## src/hw/iis_pkg.sv

```systemverilog
// package: opcodes, flag positions, widths and constants for the integer execution block
package iis_pkg;
	localparam int unsigned DATA_W      = 32;
	localparam int unsigned REG_IDX_W   = 3;
	localparam int unsigned NUM_REGS    = 8;
	// flag positions inside the flag byte
	localparam int unsigned FLAG_C_POS  = 0;
	localparam int unsigned FLAG_V_POS  = 1;
	localparam int unsigned FLAG_Z_POS  = 2;
	localparam int unsigned FLAG_N_POS  = 3;
	localparam int unsigned FLAG_X_POS  = 4;
	// flag byte sits in the low byte of the processor state word
	localparam int unsigned FLAG_BYTE_LSB = 0;
	localparam int unsigned FLAG_BYTE_W   = 8;
	localparam logic [15:0] STATE_WORD_RST = 16'h2700;
	localparam logic [31:0] PC_RST        = 32'h0000_0000;
	localparam logic [31:0] SP_RST        = 32'h0000_0000;
	localparam logic [31:0] STACK_STEP    = 32'h0000_0004;
	localparam logic [31:0] NEXT_PC_STEP  = 32'h0000_0002;
	localparam int unsigned SP_INDEX      = 7;
	localparam int unsigned DISP_W_BYTE   = 8;
	localparam int unsigned DISP_W_WORD   = 16;

	typedef enum logic [3:0] {
		IIS_OP_NOP,
		IIS_OP_REG_SUM,
		IIS_OP_POINTER_SUM,
		IIS_OP_IMMEDIATE_SUM,
		IIS_OP_QUICK_SUM,
		IIS_OP_IMM_CONJ,
		IIS_OP_EXCL_OR,
		IIS_OP_IMM_XOR,
		IIS_OP_IMM_COMPARE,
		IIS_OP_COND_BRANCH,
		IIS_OP_SUB_BRANCH,
		IIS_OP_SIGN_WIDEN,
		IIS_OP_BYTE_SIGN_WIDEN,
		IIS_OP_ADDR_CALC
	} iis_op_type;

	typedef enum logic [1:0] {
		IIS_SIZE_BYTE,
		IIS_SIZE_WORD,
		IIS_SIZE_LONG
	} iis_size_type;

	typedef enum logic [1:0] {
		IIS_INDEX_NONE,
		IIS_INDEX_DATA,
		IIS_INDEX_ADDR
	} iis_index_type;
endpackage

```

## src/hw/iis_addr_gen.sv

```systemverilog
// indexed address generator: base + displacement + scaled index
`timescale 1ns/1ps
module iis_addr_gen (
	input  logic                      base_from_pc,
	input  logic [31:0]               base_addr_reg,
	input  logic [31:0]               pc_value,
	input  iis_pkg::iis_index_type    index_src,
	input  logic [31:0]               index_data_reg,
	input  logic [31:0]               index_addr_reg,
	input  logic [1:0]                scale_sel,
	input  logic [31:0]               displacement,
	output logic [31:0]               eff_addr
);
	logic [31:0] base_pointer;
	logic [31:0] index_operand;
	logic [31:0] scaled_index;

	// base is either an address register or the program counter
	assign base_pointer = base_from_pc ? pc_value : base_addr_reg; // RULE13

	// index from data reg, address reg, or suppressed to zero
	always_comb
	begin
		unique case (index_src)
			iis_pkg::IIS_INDEX_DATA: index_operand = index_data_reg; // RULE12
			iis_pkg::IIS_INDEX_ADDR: index_operand = index_addr_reg; // RULE12
			default:                 index_operand = 32'h0000_0000; // RULE12
		endcase
	end

	// scale by 1, 2 or 4; code 3 is not a legal scale and falls back to 1
	always_comb
	begin
		unique case (scale_sel)
			2'd1:    scaled_index = {index_operand[30:0], 1'b0}; // RULE11
			2'd2:    scaled_index = {index_operand[29:0], 2'b00}; // RULE11
			default: scaled_index = index_operand; // RULE11
		endcase
	end

	// displacement arrives already sign-widened to 32 bits
	assign eff_addr = base_pointer + displacement + scaled_index;
endmodule // iis_addr_gen

```

## src/hw/iis_cond_eval.sv

```systemverilog
// condition evaluator over the four flags C, V, Z, N for conditional branches
`timescale 1ns/1ps
module iis_cond_eval (
	input  logic [3:0] cond_sel,
	input  logic [7:0] flag_byte,
	output logic       cond_true
);
	logic c;
	logic v;
	logic z;
	logic n;

	// flags pulled from their positions in the flag byte
	assign c = flag_byte[iis_pkg::FLAG_C_POS];
	assign v = flag_byte[iis_pkg::FLAG_V_POS];
	assign z = flag_byte[iis_pkg::FLAG_Z_POS];
	assign n = flag_byte[iis_pkg::FLAG_N_POS];

	// customary sixteen condition codes; code 1 acts as never-true here
	always_comb
	begin
		unique case (cond_sel)
			4'h0: cond_true = 1'b1;
			4'h1: cond_true = 1'b0;
			4'h2: cond_true = ~c & ~z;
			4'h3: cond_true = c | z;
			4'h4: cond_true = ~c;
			4'h5: cond_true = c;
			4'h6: cond_true = ~z;
			4'h7: cond_true = z;
			4'h8: cond_true = ~v;
			4'h9: cond_true = v;
			4'hA: cond_true = ~n;
			4'hB: cond_true = n;
			4'hC: cond_true = ~(n ^ v);
			4'hD: cond_true = n ^ v;
			4'hE: cond_true = ~z & ~(n ^ v);
			4'hF: cond_true = z | (n ^ v);
		endcase
	end
endmodule // iis_cond_eval

```

## src/hw/iis_core.sv

```systemverilog
// integer execution core: register files, flags, program counter, one op per cycle
// Notes on behaviour
// RULE1: register and pointer sums add source into destination
// RULE2: immediate and quick sums add immediate
// RULE3: immediate AND into a data register
// RULE4: xor data register into destination
// RULE5: immediate xor into a data register
// RULE6: conditional branch adds displacement only if true
// RULE7: subroutine branch pushes next pc, then jumps
// RULE8: immediate compare sets flags, no writeback
// RULE9: sign widen replicates top bit upward
// RULE10: byte, word, long signed operand sizes
// RULE11: index scaled by one, two or four
// RULE12: index from address, data, or suppressed
// RULE13: base from address register or pc
// RULE14: flag byte is low byte of state word
// RULE15: five flags updated by math, read by branches
// RULE16: displacement width set by instruction form
// RULE17: compare sets NZVC, keeps extend
// RULE18: long add sets carry extend overflow negative zero
`timescale 1ns/1ps
module iis_core (
	input  logic                   core_clk,
	input  logic                   rst,
	input  logic                   op_valid,
	input  iis_pkg::iis_op_type    op_code,
	input  iis_pkg::iis_size_type  op_size,
	input  logic [2:0]             dst_idx,
	input  logic [2:0]             src_idx,
	input  logic                   src_is_addr,
	input  logic [31:0]            imm_value,
	input  logic [3:0]             cond_sel,
	input  logic [15:0]            disp_value,
	input  logic                   base_from_pc,
	input  iis_pkg::iis_index_type index_src,
	input  logic [2:0]             index_idx,
	input  logic [1:0]             scale_sel,
	input  logic                   state_word_wr,
	input  logic [15:0]            state_word_wdata,
	input  logic                   flag_byte_wr,
	input  logic [7:0]             flag_byte_wdata,
	output logic [31:0]            pc_out,
	output logic [15:0]            state_word_out,
	output logic [7:0]             flag_byte_out,
	output logic [31:0]            eff_addr_out,
	output logic                   stack_wr_valid,
	output logic [31:0]            stack_wr_addr,
	output logic [31:0]            stack_wr_data,
	output logic [31:0]            dst_data_out,
	output logic [31:0]            dst_addr_out
);
	logic [31:0] data_reg_n [iis_pkg::NUM_REGS];
	logic [31:0] address_reg_n [iis_pkg::NUM_REGS];
	logic [31:0] pc_reg;
	logic [15:0] state_word_reg;
	logic [31:0] eff_addr_reg;
	logic        stack_wr_valid_reg;
	logic [31:0] stack_wr_addr_reg;
	logic [31:0] stack_wr_data_reg;
	logic [31:0] dst_data_reg;
	logic [31:0] dst_addr_reg;

	logic [31:0] src_operand;
	logic [31:0] dst_operand;
	logic [31:0] sum_b;
	logic [32:0] sum_full;
	logic [32:0] diff_full;
	logic [31:0] xor_res;
	logic [31:0] and_res;
	logic [31:0] widen_res;
	logic [31:0] disp_ext;
	logic [31:0] sp_next;
	logic [31:0] next_pc;
	logic        cond_true;
	logic [31:0] eff_addr;
	logic [7:0]  flag_byte;
	logic [7:0]  flag_next;
	logic        flag_upd;

	// sign-widen a value of the given size to a longword
	function automatic logic [31:0] widen_to_long(input logic [31:0] v, input iis_pkg::iis_size_type sz);
		logic [31:0] r;
		r = v;
		unique case (sz)
			iis_pkg::IIS_SIZE_BYTE: r = {{24{v[7]}}, v[7:0]}; // RULE10
			iis_pkg::IIS_SIZE_WORD: r = {{16{v[15]}}, v[15:0]}; // RULE10
			default:                r = v;
		endcase
		return r;
	endfunction

	// flag byte is a view of the low byte of the state word
	assign flag_byte      = state_word_reg[7:0]; // RULE14
	assign flag_byte_out  = flag_byte;
	assign state_word_out = state_word_reg;
	assign pc_out         = pc_reg;
	assign eff_addr_out   = eff_addr_reg;
	assign stack_wr_valid = stack_wr_valid_reg;
	assign stack_wr_addr  = stack_wr_addr_reg;
	assign stack_wr_data  = stack_wr_data_reg;
	assign dst_data_out   = dst_data_reg;
	assign dst_addr_out   = dst_addr_reg;

	// operand fetch; source may be either register class
	assign src_operand = src_is_addr ? address_reg_n[src_idx] : data_reg_n[src_idx];
	assign dst_operand = (op_code == iis_pkg::IIS_OP_POINTER_SUM) ? address_reg_n[dst_idx] : data_reg_n[dst_idx];

	// immediate forms add the immediate, others the source register
	always_comb
	begin
		unique case (op_code)
			iis_pkg::IIS_OP_IMMEDIATE_SUM,
			iis_pkg::IIS_OP_QUICK_SUM: sum_b = imm_value; // RULE2
			default:                   sum_b = src_operand; // RULE1
		endcase
	end

	assign sum_full  = {1'b0, dst_operand} + {1'b0, sum_b}; // RULE1
	assign diff_full = {1'b0, data_reg_n[dst_idx]} - {1'b0, imm_value}; // RULE8
	assign and_res   = imm_value & data_reg_n[dst_idx]; // RULE3
	assign xor_res   = ((op_code == iis_pkg::IIS_OP_IMM_XOR) ? imm_value : src_operand) ^ data_reg_n[dst_idx]; // RULE4 RULE5

	// byte form widens straight to long; word form widens byte to word, long form word to long
	always_comb
	begin
		widen_res = data_reg_n[dst_idx];
		if (op_code == iis_pkg::IIS_OP_BYTE_SIGN_WIDEN)
			widen_res = widen_to_long(data_reg_n[dst_idx], iis_pkg::IIS_SIZE_BYTE); // RULE9
		else if (op_size == iis_pkg::IIS_SIZE_WORD)
			widen_res = {data_reg_n[dst_idx][31:16], {8{data_reg_n[dst_idx][7]}}, data_reg_n[dst_idx][7:0]}; // RULE9
		else
			widen_res = widen_to_long(data_reg_n[dst_idx], iis_pkg::IIS_SIZE_WORD); // RULE9
	end

	// displacement is 8 or 16 bits wide depending on the form
	assign disp_ext = (op_size == iis_pkg::IIS_SIZE_BYTE) ? widen_to_long({16'h0000, disp_value}, iis_pkg::IIS_SIZE_BYTE)
		: widen_to_long({16'h0000, disp_value}, iis_pkg::IIS_SIZE_WORD); // RULE16
	assign sp_next  = address_reg_n[iis_pkg::SP_INDEX] - iis_pkg::STACK_STEP; // RULE7
	assign next_pc  = pc_reg + iis_pkg::NEXT_PC_STEP;

	iis_cond_eval u_cond (
		.cond_sel  (cond_sel),
		.flag_byte (flag_byte),
		.cond_true (cond_true)
	);

	iis_addr_gen u_addr (
		.base_from_pc   (base_from_pc),
		.base_addr_reg  (address_reg_n[src_idx]),
		.pc_value       (pc_reg),
		.index_src      (index_src),
		.index_data_reg (data_reg_n[index_idx]),
		.index_addr_reg (address_reg_n[index_idx]),
		.scale_sel      (scale_sel),
		.displacement   (disp_ext),
		.eff_addr       (eff_addr)
	);

	// flag computation; logic ops clear V and C, keep X
	always_comb
	begin
		flag_next = flag_byte;
		flag_upd  = 1'b0;
		unique case (op_code)
			iis_pkg::IIS_OP_REG_SUM, iis_pkg::IIS_OP_IMMEDIATE_SUM, iis_pkg::IIS_OP_QUICK_SUM:
			begin
				flag_upd                      = 1'b1;
				flag_next[iis_pkg::FLAG_C_POS] = sum_full[32]; // RULE18
				flag_next[iis_pkg::FLAG_X_POS] = sum_full[32]; // RULE18
				flag_next[iis_pkg::FLAG_V_POS] = (dst_operand[31] == sum_b[31]) & (sum_full[31] != sum_b[31]); // RULE18
				flag_next[iis_pkg::FLAG_N_POS] = sum_full[31]; // RULE18
				flag_next[iis_pkg::FLAG_Z_POS] = (sum_full[31:0] == 32'h0000_0000); // RULE18
			end
			iis_pkg::IIS_OP_IMM_COMPARE:
			begin
				flag_upd                      = 1'b1;
				flag_next[iis_pkg::FLAG_C_POS] = diff_full[32]; // RULE17
				flag_next[iis_pkg::FLAG_V_POS] = (data_reg_n[dst_idx][31] != imm_value[31])
					& (diff_full[31] != data_reg_n[dst_idx][31]); // RULE17
				flag_next[iis_pkg::FLAG_N_POS] = diff_full[31]; // RULE17
				flag_next[iis_pkg::FLAG_Z_POS] = (diff_full[31:0] == 32'h0000_0000); // RULE17
			end
			iis_pkg::IIS_OP_IMM_CONJ, iis_pkg::IIS_OP_EXCL_OR, iis_pkg::IIS_OP_IMM_XOR,
			iis_pkg::IIS_OP_SIGN_WIDEN, iis_pkg::IIS_OP_BYTE_SIGN_WIDEN:
			begin
				flag_upd                      = 1'b1;
				flag_next[iis_pkg::FLAG_C_POS] = 1'b0;
				flag_next[iis_pkg::FLAG_V_POS] = 1'b0;
				flag_next[iis_pkg::FLAG_N_POS] = (op_code == iis_pkg::IIS_OP_IMM_CONJ) ? and_res[31]
					: ((op_code == iis_pkg::IIS_OP_SIGN_WIDEN) || (op_code == iis_pkg::IIS_OP_BYTE_SIGN_WIDEN)) ? widen_res[31]
					: xor_res[31];
				flag_next[iis_pkg::FLAG_Z_POS] = (op_code == iis_pkg::IIS_OP_IMM_CONJ) ? (and_res == 32'h0000_0000)
					: ((op_code == iis_pkg::IIS_OP_SIGN_WIDEN) || (op_code == iis_pkg::IIS_OP_BYTE_SIGN_WIDEN))
					? (widen_res == 32'h0000_0000) : (xor_res == 32'h0000_0000);
			end
			default:
				flag_upd = 1'b0;
		endcase
	end

	// state word: op flag updates win over a software write in the same cycle
	always_ff @(posedge core_clk or posedge rst)
	begin
		if (rst)
			state_word_reg <= iis_pkg::STATE_WORD_RST;
		else if (op_valid && flag_upd)
			state_word_reg[7:0] <= flag_next; // RULE15
		else if (state_word_wr)
			state_word_reg <= state_word_wdata; // RULE14
		else if (flag_byte_wr)
			state_word_reg[7:0] <= flag_byte_wdata; // RULE14
	end

	// data registers: one generate slot per register
	genvar gi;
	generate
		for (gi = 0; gi < iis_pkg::NUM_REGS; gi++)
		begin : g_data
			always_ff @(posedge core_clk or posedge rst)
			begin
				if (rst)
					data_reg_n[gi] <= 32'h0000_0000;
				else if (op_valid && dst_idx == gi)
				begin
					unique case (op_code)
						iis_pkg::IIS_OP_REG_SUM, iis_pkg::IIS_OP_IMMEDIATE_SUM,
						iis_pkg::IIS_OP_QUICK_SUM:    data_reg_n[gi] <= sum_full[31:0]; // RULE1 RULE2
						iis_pkg::IIS_OP_IMM_CONJ:     data_reg_n[gi] <= and_res; // RULE3
						iis_pkg::IIS_OP_EXCL_OR,
						iis_pkg::IIS_OP_IMM_XOR:      data_reg_n[gi] <= xor_res; // RULE4 RULE5
						iis_pkg::IIS_OP_SIGN_WIDEN,
						iis_pkg::IIS_OP_BYTE_SIGN_WIDEN: data_reg_n[gi] <= widen_res; // RULE9
						default:                      data_reg_n[gi] <= data_reg_n[gi]; // RULE8
					endcase
				end
			end
		end
	endgenerate

	// address registers; slot 7 doubles as stack pointer
	generate
		for (gi = 0; gi < iis_pkg::NUM_REGS; gi++)
		begin : g_addr
			always_ff @(posedge core_clk or posedge rst)
			begin
				if (rst)
					address_reg_n[gi] <= (gi == iis_pkg::SP_INDEX) ? iis_pkg::SP_RST : 32'h0000_0000;
				else if (op_valid && op_code == iis_pkg::IIS_OP_POINTER_SUM && dst_idx == gi)
					address_reg_n[gi] <= sum_full[31:0]; // RULE1
				else if (op_valid && op_code == iis_pkg::IIS_OP_SUB_BRANCH && gi == iis_pkg::SP_INDEX)
					address_reg_n[gi] <= sp_next; // RULE7
			end
		end
	endgenerate

	// program counter: sequential unless a branch is taken
	always_ff @(posedge core_clk or posedge rst)
	begin
		if (rst)
			pc_reg <= iis_pkg::PC_RST;
		else if (op_valid)
		begin
			if (op_code == iis_pkg::IIS_OP_SUB_BRANCH)
				pc_reg <= pc_reg + disp_ext; // RULE7
			else if (op_code == iis_pkg::IIS_OP_COND_BRANCH && cond_true)
				pc_reg <= pc_reg + disp_ext; // RULE6
			else
				pc_reg <= next_pc; // RULE6
		end
	end

	// stack store request: return address at the new stack top, one-cycle pulse
	always_ff @(posedge core_clk or posedge rst)
	begin
		if (rst)
		begin
			stack_wr_valid_reg <= 1'b0;
			stack_wr_addr_reg  <= 32'h0000_0000;
			stack_wr_data_reg  <= 32'h0000_0000;
		end
		else
		begin
			stack_wr_valid_reg <= op_valid && op_code == iis_pkg::IIS_OP_SUB_BRANCH; // RULE7
			if (op_valid && op_code == iis_pkg::IIS_OP_SUB_BRANCH)
			begin
				stack_wr_addr_reg <= sp_next; // RULE7
				stack_wr_data_reg <= next_pc; // RULE7
			end
		end
	end

	// effective address and register observation outputs
	always_ff @(posedge core_clk or posedge rst)
	begin
		if (rst)
		begin
			eff_addr_reg <= 32'h0000_0000;
			dst_data_reg <= 32'h0000_0000;
			dst_addr_reg <= 32'h0000_0000;
		end
		else
		begin
			if (op_valid && op_code == iis_pkg::IIS_OP_ADDR_CALC)
				eff_addr_reg <= eff_addr; // RULE11 RULE13
			dst_data_reg <= data_reg_n[dst_idx];
			dst_addr_reg <= address_reg_n[dst_idx];
		end
	end

	// checks on results the rules fix, not on the wiring that makes them
	chk_cmp_no_write: assert property (@(posedge core_clk) disable iff (rst) // RULE8
		op_valid && op_code == iis_pkg::IIS_OP_IMM_COMPARE
		|=> data_reg_n[$past(dst_idx)] == $past(data_reg_n[dst_idx]))
		else $error("compare changed its register");
	chk_cmp_keeps_x: assert property (@(posedge core_clk) disable iff (rst) // RULE17
		op_valid && op_code == iis_pkg::IIS_OP_IMM_COMPARE |=> $stable(flag_byte[iis_pkg::FLAG_X_POS]))
		else $error("compare changed extend flag");
	chk_branch_not_taken: assert property (@(posedge core_clk) disable iff (rst) // RULE6
		op_valid && op_code == iis_pkg::IIS_OP_COND_BRANCH && !cond_true |=> pc_reg == $past(pc_reg) + 32'h0000_0002)
		else $error("untaken branch moved pc wrongly");
	chk_branch_taken: assert property (@(posedge core_clk) disable iff (rst) // RULE6
		op_valid && op_code == iis_pkg::IIS_OP_COND_BRANCH && cond_true |=> pc_reg == $past(pc_reg) + $past(disp_ext))
		else $error("taken branch target wrong");
	chk_sub_branch_push: assert property (@(posedge core_clk) disable iff (rst) // RULE7
		op_valid && op_code == iis_pkg::IIS_OP_SUB_BRANCH |=> stack_wr_valid
		&& stack_wr_addr == $past(address_reg_n[iis_pkg::SP_INDEX]) - 32'h0000_0004
		&& stack_wr_data == $past(pc_reg) + 32'h0000_0002)
		else $error("subroutine push wrong");
	chk_stack_ptr_step: assert property (@(posedge core_clk) disable iff (rst) // RULE7
		op_valid && op_code == iis_pkg::IIS_OP_SUB_BRANCH
		|=> address_reg_n[iis_pkg::SP_INDEX] == $past(address_reg_n[iis_pkg::SP_INDEX]) - 32'h0000_0004)
		else $error("stack pointer not lowered by four");
	chk_add_carry: assert property (@(posedge core_clk) disable iff (rst) // RULE18
		op_valid && op_code == iis_pkg::IIS_OP_REG_SUM && !state_word_wr |=>
		flag_byte[iis_pkg::FLAG_C_POS] == flag_byte[iis_pkg::FLAG_X_POS])
		else $error("carry and extend disagree after add");
	chk_flag_view: assert property (@(posedge core_clk) disable iff (rst) // RULE14
		flag_byte_wr && !state_word_wr && !(op_valid && flag_upd)
		|=> state_word_out == {$past(state_word_out[15:8]), $past(flag_byte_wdata)})
		else $error("flag byte write missed the state word");
	chk_xor_result: assert property (@(posedge core_clk) disable iff (rst) // RULE5
		op_valid && op_code == iis_pkg::IIS_OP_IMM_XOR
		|=> data_reg_n[$past(dst_idx)] == ($past(imm_value) ^ $past(data_reg_n[dst_idx])))
		else $error("immediate xor result wrong");
	cov_sub_branch: cover property (@(posedge core_clk) op_valid && op_code == iis_pkg::IIS_OP_SUB_BRANCH);
	cov_taken: cover property (@(posedge core_clk) op_valid && op_code == iis_pkg::IIS_OP_COND_BRANCH && cond_true);
	cov_carry: cover property (@(posedge core_clk) op_valid && op_code == iis_pkg::IIS_OP_REG_SUM && sum_full[32]);
	cov_word_widen: cover property (@(posedge core_clk)
		op_valid && op_code == iis_pkg::IIS_OP_SIGN_WIDEN && op_size == iis_pkg::IIS_SIZE_WORD);
endmodule // iis_core

```

## config.mk

```make
export PLATFORM = sky130hd
export DESIGN_NAME = iis_core
export DESIGN_NICKNAME = d
export VERILOG_FILES = /design/src/hw/iis_pkg.sv /design/src/hw/iis_addr_gen.sv /design/src/hw/iis_cond_eval.sv /design/src/hw/iis_core.sv
export SDC_FILE = /design/constraint.sdc
export NUM_CORES = 2
export LEC_CHECK = 0
export ABC_AREA = 1
export BUFFER_PORTS_ARGS = -buffer_cell sky130_fd_sc_hd__buf_2
export CORE_MARGIN = 2
export CORE_UTILIZATION = 45
export CTS_CLUSTER_DIAMETER = 200
export DETAILED_ROUTE_END_ITERATION = 10
export PLACE_DENSITY_LB_ADDON = 0.15
export SLEW_MARGIN = 20
export SYNTH_ARGS = -nofsm -noshare
export SYNTH_HDL_FRONTEND = slang
export SYNTH_SLANG_ARGS = --single-unit
```

## constraint.sdc

```tcl
create_clock -name core_clk -period 31.3 [get_ports core_clk]
set_input_delay 7.825 -clock core_clk [delete_from_list [all_inputs] [get_ports core_clk]]
set_output_delay 7.825 -clock core_clk [all_outputs]
set_load 0.01 [all_outputs]
```

==> reports/summary.log <==
INFO  timing         min_period=13.61ns
INFO  power_and_ir_drop cellInternalPower=2.37mW
INFO  power_and_ir_drop clockPowerShare=0.238
INFO  timing         tightestPinTransition=1.16ns
INFO  critical_path  path_max_fanout=51
INFO  placement      placed_area=55,800um^2
INFO  power_and_ir_drop total_leakage_power=28.2nW
INFO  synth          ys_seq_area_frac=0.339
INFO  die            ios=319
INFO  flow_run       max-cap-violations=0
INFO  power_and_ir_drop swShare=0.465
INFO  drt            post_drt_via_cell_ratio=6.18
INFO  synth          syn-cell-area=53,200um^2
INFO  drt            detailroute.via_count=59,200
INFO  clock_network  ctsLongestPathBuffers=3
INFO  global_routing globalRouteTotalUtil=0.416
INFO  cells_and_area final.fill_count=12,200
INFO  power_and_ir_drop seq_pwr_share=0.322
INFO  clock_network  clkTransAtPathRegs=0.06ns
INFO  clock_network  clock-sinks=721
INFO  cells_and_area syn_to_final_growth=10.3%
INFO  synth          synthesis.area_per_instance=6.74um^2
INFO  synth          synth_enable_flop_cells=0
INFO  clock_network  cts-buffers-inserted=87
INFO  clock_network  postCtsHoldBufs=0
INFO  cells_and_area finished_cell_area=58,700um^2
INFO  synth          syn-instance-count=7,900
INFO  timing         timing.setup.tns=0ns
INFO  placement      place_congestion=1.04
INFO  clock_network  ctsHtreeMaxLevel=3
INFO  power_and_ir_drop power.switching=2.06mW
INFO  placement      portbufs=318
INFO  clock_network  post_cts_buffers=0
INFO  timing         timing_max_transition_violations_final=0
INFO  clock_network  post_cts_resize_count=0
INFO  die            floorplan.die.height=348um
INFO  global_routing grt_max_degree=165
INFO  timing         max_slew_margin=0.226
INFO  clock_network  tritoncts_clock_tree=done
INFO  global_routing grt_pass1_vias=53,900
INFO  synth          synth.lib_cells_used.distinct=63
INFO  timing         timing.clock.skew=0.0340ns
INFO  critical_path  cp.required=31.95ns
INFO  drt            drt_iter0_drc=8,526
INFO  synth          yosys_register_bits=721
INFO  drt            routed_wl=258,000um
INFO  die            dieArea=121,000um^2
INFO  timing         setup_viol=0
INFO  drt            routed_wire_length_per_instance=27.0um
INFO  die            floorplan.rows=126
INFO  critical_path  timing_worst_setup_path_type=in2reg
INFO  outcome        run_status=finished, final reports clean
INFO  synth          synthesis.nets=8,200
INFO  timing         rsz0062_at_grt=no
INFO  die            die_w=348um
INFO  timing         final_worst_path_period_share=0.435
INFO  critical_path  worstPathArrival=14.25ns
INFO  timing         fmax=73.5MHz
INFO  die            core-area=118,000um^2
INFO  global_routing grt_remaining_overflow=0
INFO  synth          postSynth.asyncResetShare=1.00
INFO  timing         hold_viol=0
INFO  clock_network  clock_tree.root_cell=clkbuf_16
INFO  power_and_ir_drop vdd_ir_drop_max=0.0000423V
INFO  power_and_ir_drop pwr-share-comb=0.440
INFO  cells_and_area biggestRegsByFlops=address_reg_n x256, data_reg_n x256
INFO  cells_and_area layout_cells_sized_above_1=0.0927
INFO  synth          postSynth.topFlopCell=dfrtp_1
INFO  hold_path      worst_hold_path_type=reg2reg
INFO  drt            ant_nets=0
INFO  placement      detailedPlacementHpwl=180,000um
INFO  global_routing grt_pass1_wl=371,000um
INFO  cells_and_area layout.nets=8,254
INFO  global_routing grt_antenna_before_repair=23
INFO  critical_path  setup.worst_path.end_class=flop
INFO  power_and_ir_drop powerDensity=75.4nW/um^2
INFO  critical_path  critical_path.startpoint_type=primary input
INFO  drt            drt_first_pass_iters=9
INFO  die            start_util=0.452
INFO  synth          yosysWarnings=0
INFO  cells_and_area post_route_utilization=0.499
INFO  clock_network  clk_latency=0.71ns
INFO  drt            detail_route.drc_violations=0
==> cell type report <==
type | instances | area, um^2 | share of cell area
Antenna cell | 11 | 27.5 | 0.000469
Clock buffer | 118 | 2440 | 0.0416
Clock inverter | 42 | 454 | 0.00774
Inverter | 853 | 3220 | 0.0549
Multi-Input combinational cell | 5855 | 30000 | 0.512
Sequential cell | 721 | 18000 | 0.307
Tap cell | 1536 | 1920 | 0.0327
Timing Repair Buffer | 436 | 2550 | 0.0435
==> power by group through the flow <==
stage | clock network (mW) | registers (mW) | logic (mW)
after floorplan | 0 | 1.40 | 1.20
after global placement | 0 | 1.43 | 1.88
after detailed placement | 0 | 1.43 | 1.89
after CTS | 1.06 | 1.42 | 1.90
after global routing | 1.09 | 1.46 | 2.12
final | 1.05 | 1.43 | 1.95
==> metal layers <==
layer	GRT usage	vias to the layer above	routed length (um)
li1	-	26500	-
met1	0.553	27700	100000
met2	0.596	4084	105000
met3	0.102	898	32400
met4	0.282	14	20500
met5	0	-	91
==> cells in the mapped netlist (3+ instances only) <==
cell       number  area (um^2)
fa_1           35          701
nor2_2          3         18.8
nand3_1       698         3490
nor3_2          6         60.1
nor3_1         56          280
xnor2_1        21          184
o21a_1          6         45.0
and2_1          3         18.8
nor4_1         24          150
a221oi_2        9          135
nand3b_1       12         90.1
a21o_1          7         52.6
o22ai_1       107          669
a21oi_1       503         2520
xor2_1         71          622
clkinv_1        3         11.3
a22oi_1        91          683
o21ai_0      1000         5000
o221ai_1       43          377
a211oi_4        4         80.1
mux2_2          8         90.1
buf_6          12          135
ha_1          163         2040
nand2_2        16          100
nor2_4          7         78.8
buf_2         100          500
inv_1         813         3050
or2_2          17          106
o21ai_2        22          193
buf_4          12         90.1
clkbuf_1      274         1030
o21bai_1        7         52.6
dfrtp_1       717        17900
o21ai_1        82          410
buf_1          73          274
nor2_1        362         1360
a31oi_1        57          357
a21boi_0        5         37.5
nand4_1        36          225
o2111ai_1       7         61.3
nand2_1      2195         8240
dfstp_2         4          105
inv_2          37          139
o211ai_1      117          878
a221oi_1       32          280
==> cell usage in the layout (no fill, tap or decap), types with 8 or more instances in the layout <==
| cell type | n |
|---|---|
| o211ai_1 | 117 |
| nand2_2 | 16 |
| nand2_1 | 2194 |
| a221oi_1 | 32 |
| mux2_2 | 8 |
| xor2_1 | 71 |
| xnor2_1 | 20 |
| nor2_4 | 13 |
| dfrtp_1 | 717 |
| nor3_1 | 55 |
| a22oi_1 | 91 |
| o221ai_1 | 43 |
| nand4_1 | 36 |
| buf_4 | 115 |
| nor4_1 | 24 |
| fa_1 | 35 |
| nand3_1 | 698 |
| nor2_1 | 355 |
| ha_1 | 163 |
| a221oi_2 | 9 |
| o21ai_0 | 998 |
| o21ai_1 | 84 |
| or2_2 | 17 |
| a31oi_1 | 57 |
| buf_2 | 313 |
| o21ai_2 | 22 |
| inv_1 | 806 |
| nand3b_1 | 12 |
| diode_2 | 11 |
| inv_2 | 39 |
| clkbuf_1 | 16 |
| clkbuf_16 | 87 |
| o22ai_1 | 107 |
| clkinv_2 | 18 |
| a21oi_1 | 501 |
| clkbuf_8 | 15 |
==> cells by family (layout without fill, tap and decap cells) <==
family                     count (synthesis)  count (layout)  synth area share
buffers and inverters                   1324            1449            0.0983
adders and majority gates                198             198            0.0515
xor gates and xnor gates                  93              93            0.0154
other                                      0              11                 0
and+or+nand+nor                         3441            3441             0.269
AOI/OAI and AO/OA                       2115            2115             0.225
DFF                                      721             721             0.339
muxes                                      8               8           0.00169
==> metrics by stage <==
stage | hold slack, ns | power (mW) | cells | worst slack, ns
final | 0.473 | 4.43 | 9572 | 17.69
after global routing | 0.499 | 4.67 | 9561 | 17.47
after CTS | 0.477 | 4.37 | 9561 | 17.89
after detailed placement | 0.461 | 3.32 | 9401 | 17.18
after global placement | 0.455 | 3.30 | 9401 | 17.18
after floorplan | 0.453 | 2.60 | 7900 | 3.26
==> final timing paths <==
kind / startpoint / end / slack, ns / cells after the start
max in group asynchronous: rst / data_reg_n[158] / 21.13 / 5
worst max register to register: address_reg_n[2] / data_reg_n[245] / 26.31 / 22
min in group asynchronous: rst / data_reg_n[137] / 7.24 / 2
worst min register to register: eff_addr_out[24] / eff_addr_out[24] / 0.47 / 2
worst min-delay path: eff_addr_out[24] / eff_addr_out[24] / 0.47 / 2
worst max-delay path: src_idx[1] / state_word_out[2] / 17.69 / 27
==> worst max-delay path, stage by stage <==
cell	delay, ns
buf_6	0.29
clkinv_2	0.83
buf_4	0.68
a21oi_1	0.22
o21ai_0	0.11
nand2_1	0.11
nand2_1	0.05
nand2_1	0.20
nand2_1	0.10
a31oi_1	0.19
ha_1	0.27
inv_1	0.09
fa_1	0.47
inv_1	0.13
nand3_1	0.14
nand2_1	0.15
nand2_1	0.07
nand3_1	0.15
xor2_1	0.87
nand3_1	0.14
nor2_1	0.23
nand4_1	0.21
nor2_1	0.21
nand4_1	0.18
nand4_1	0.14
nand2_1	0.06
nand2_1	0.05
Note: power is estimated with default switching activity, not from simulation.
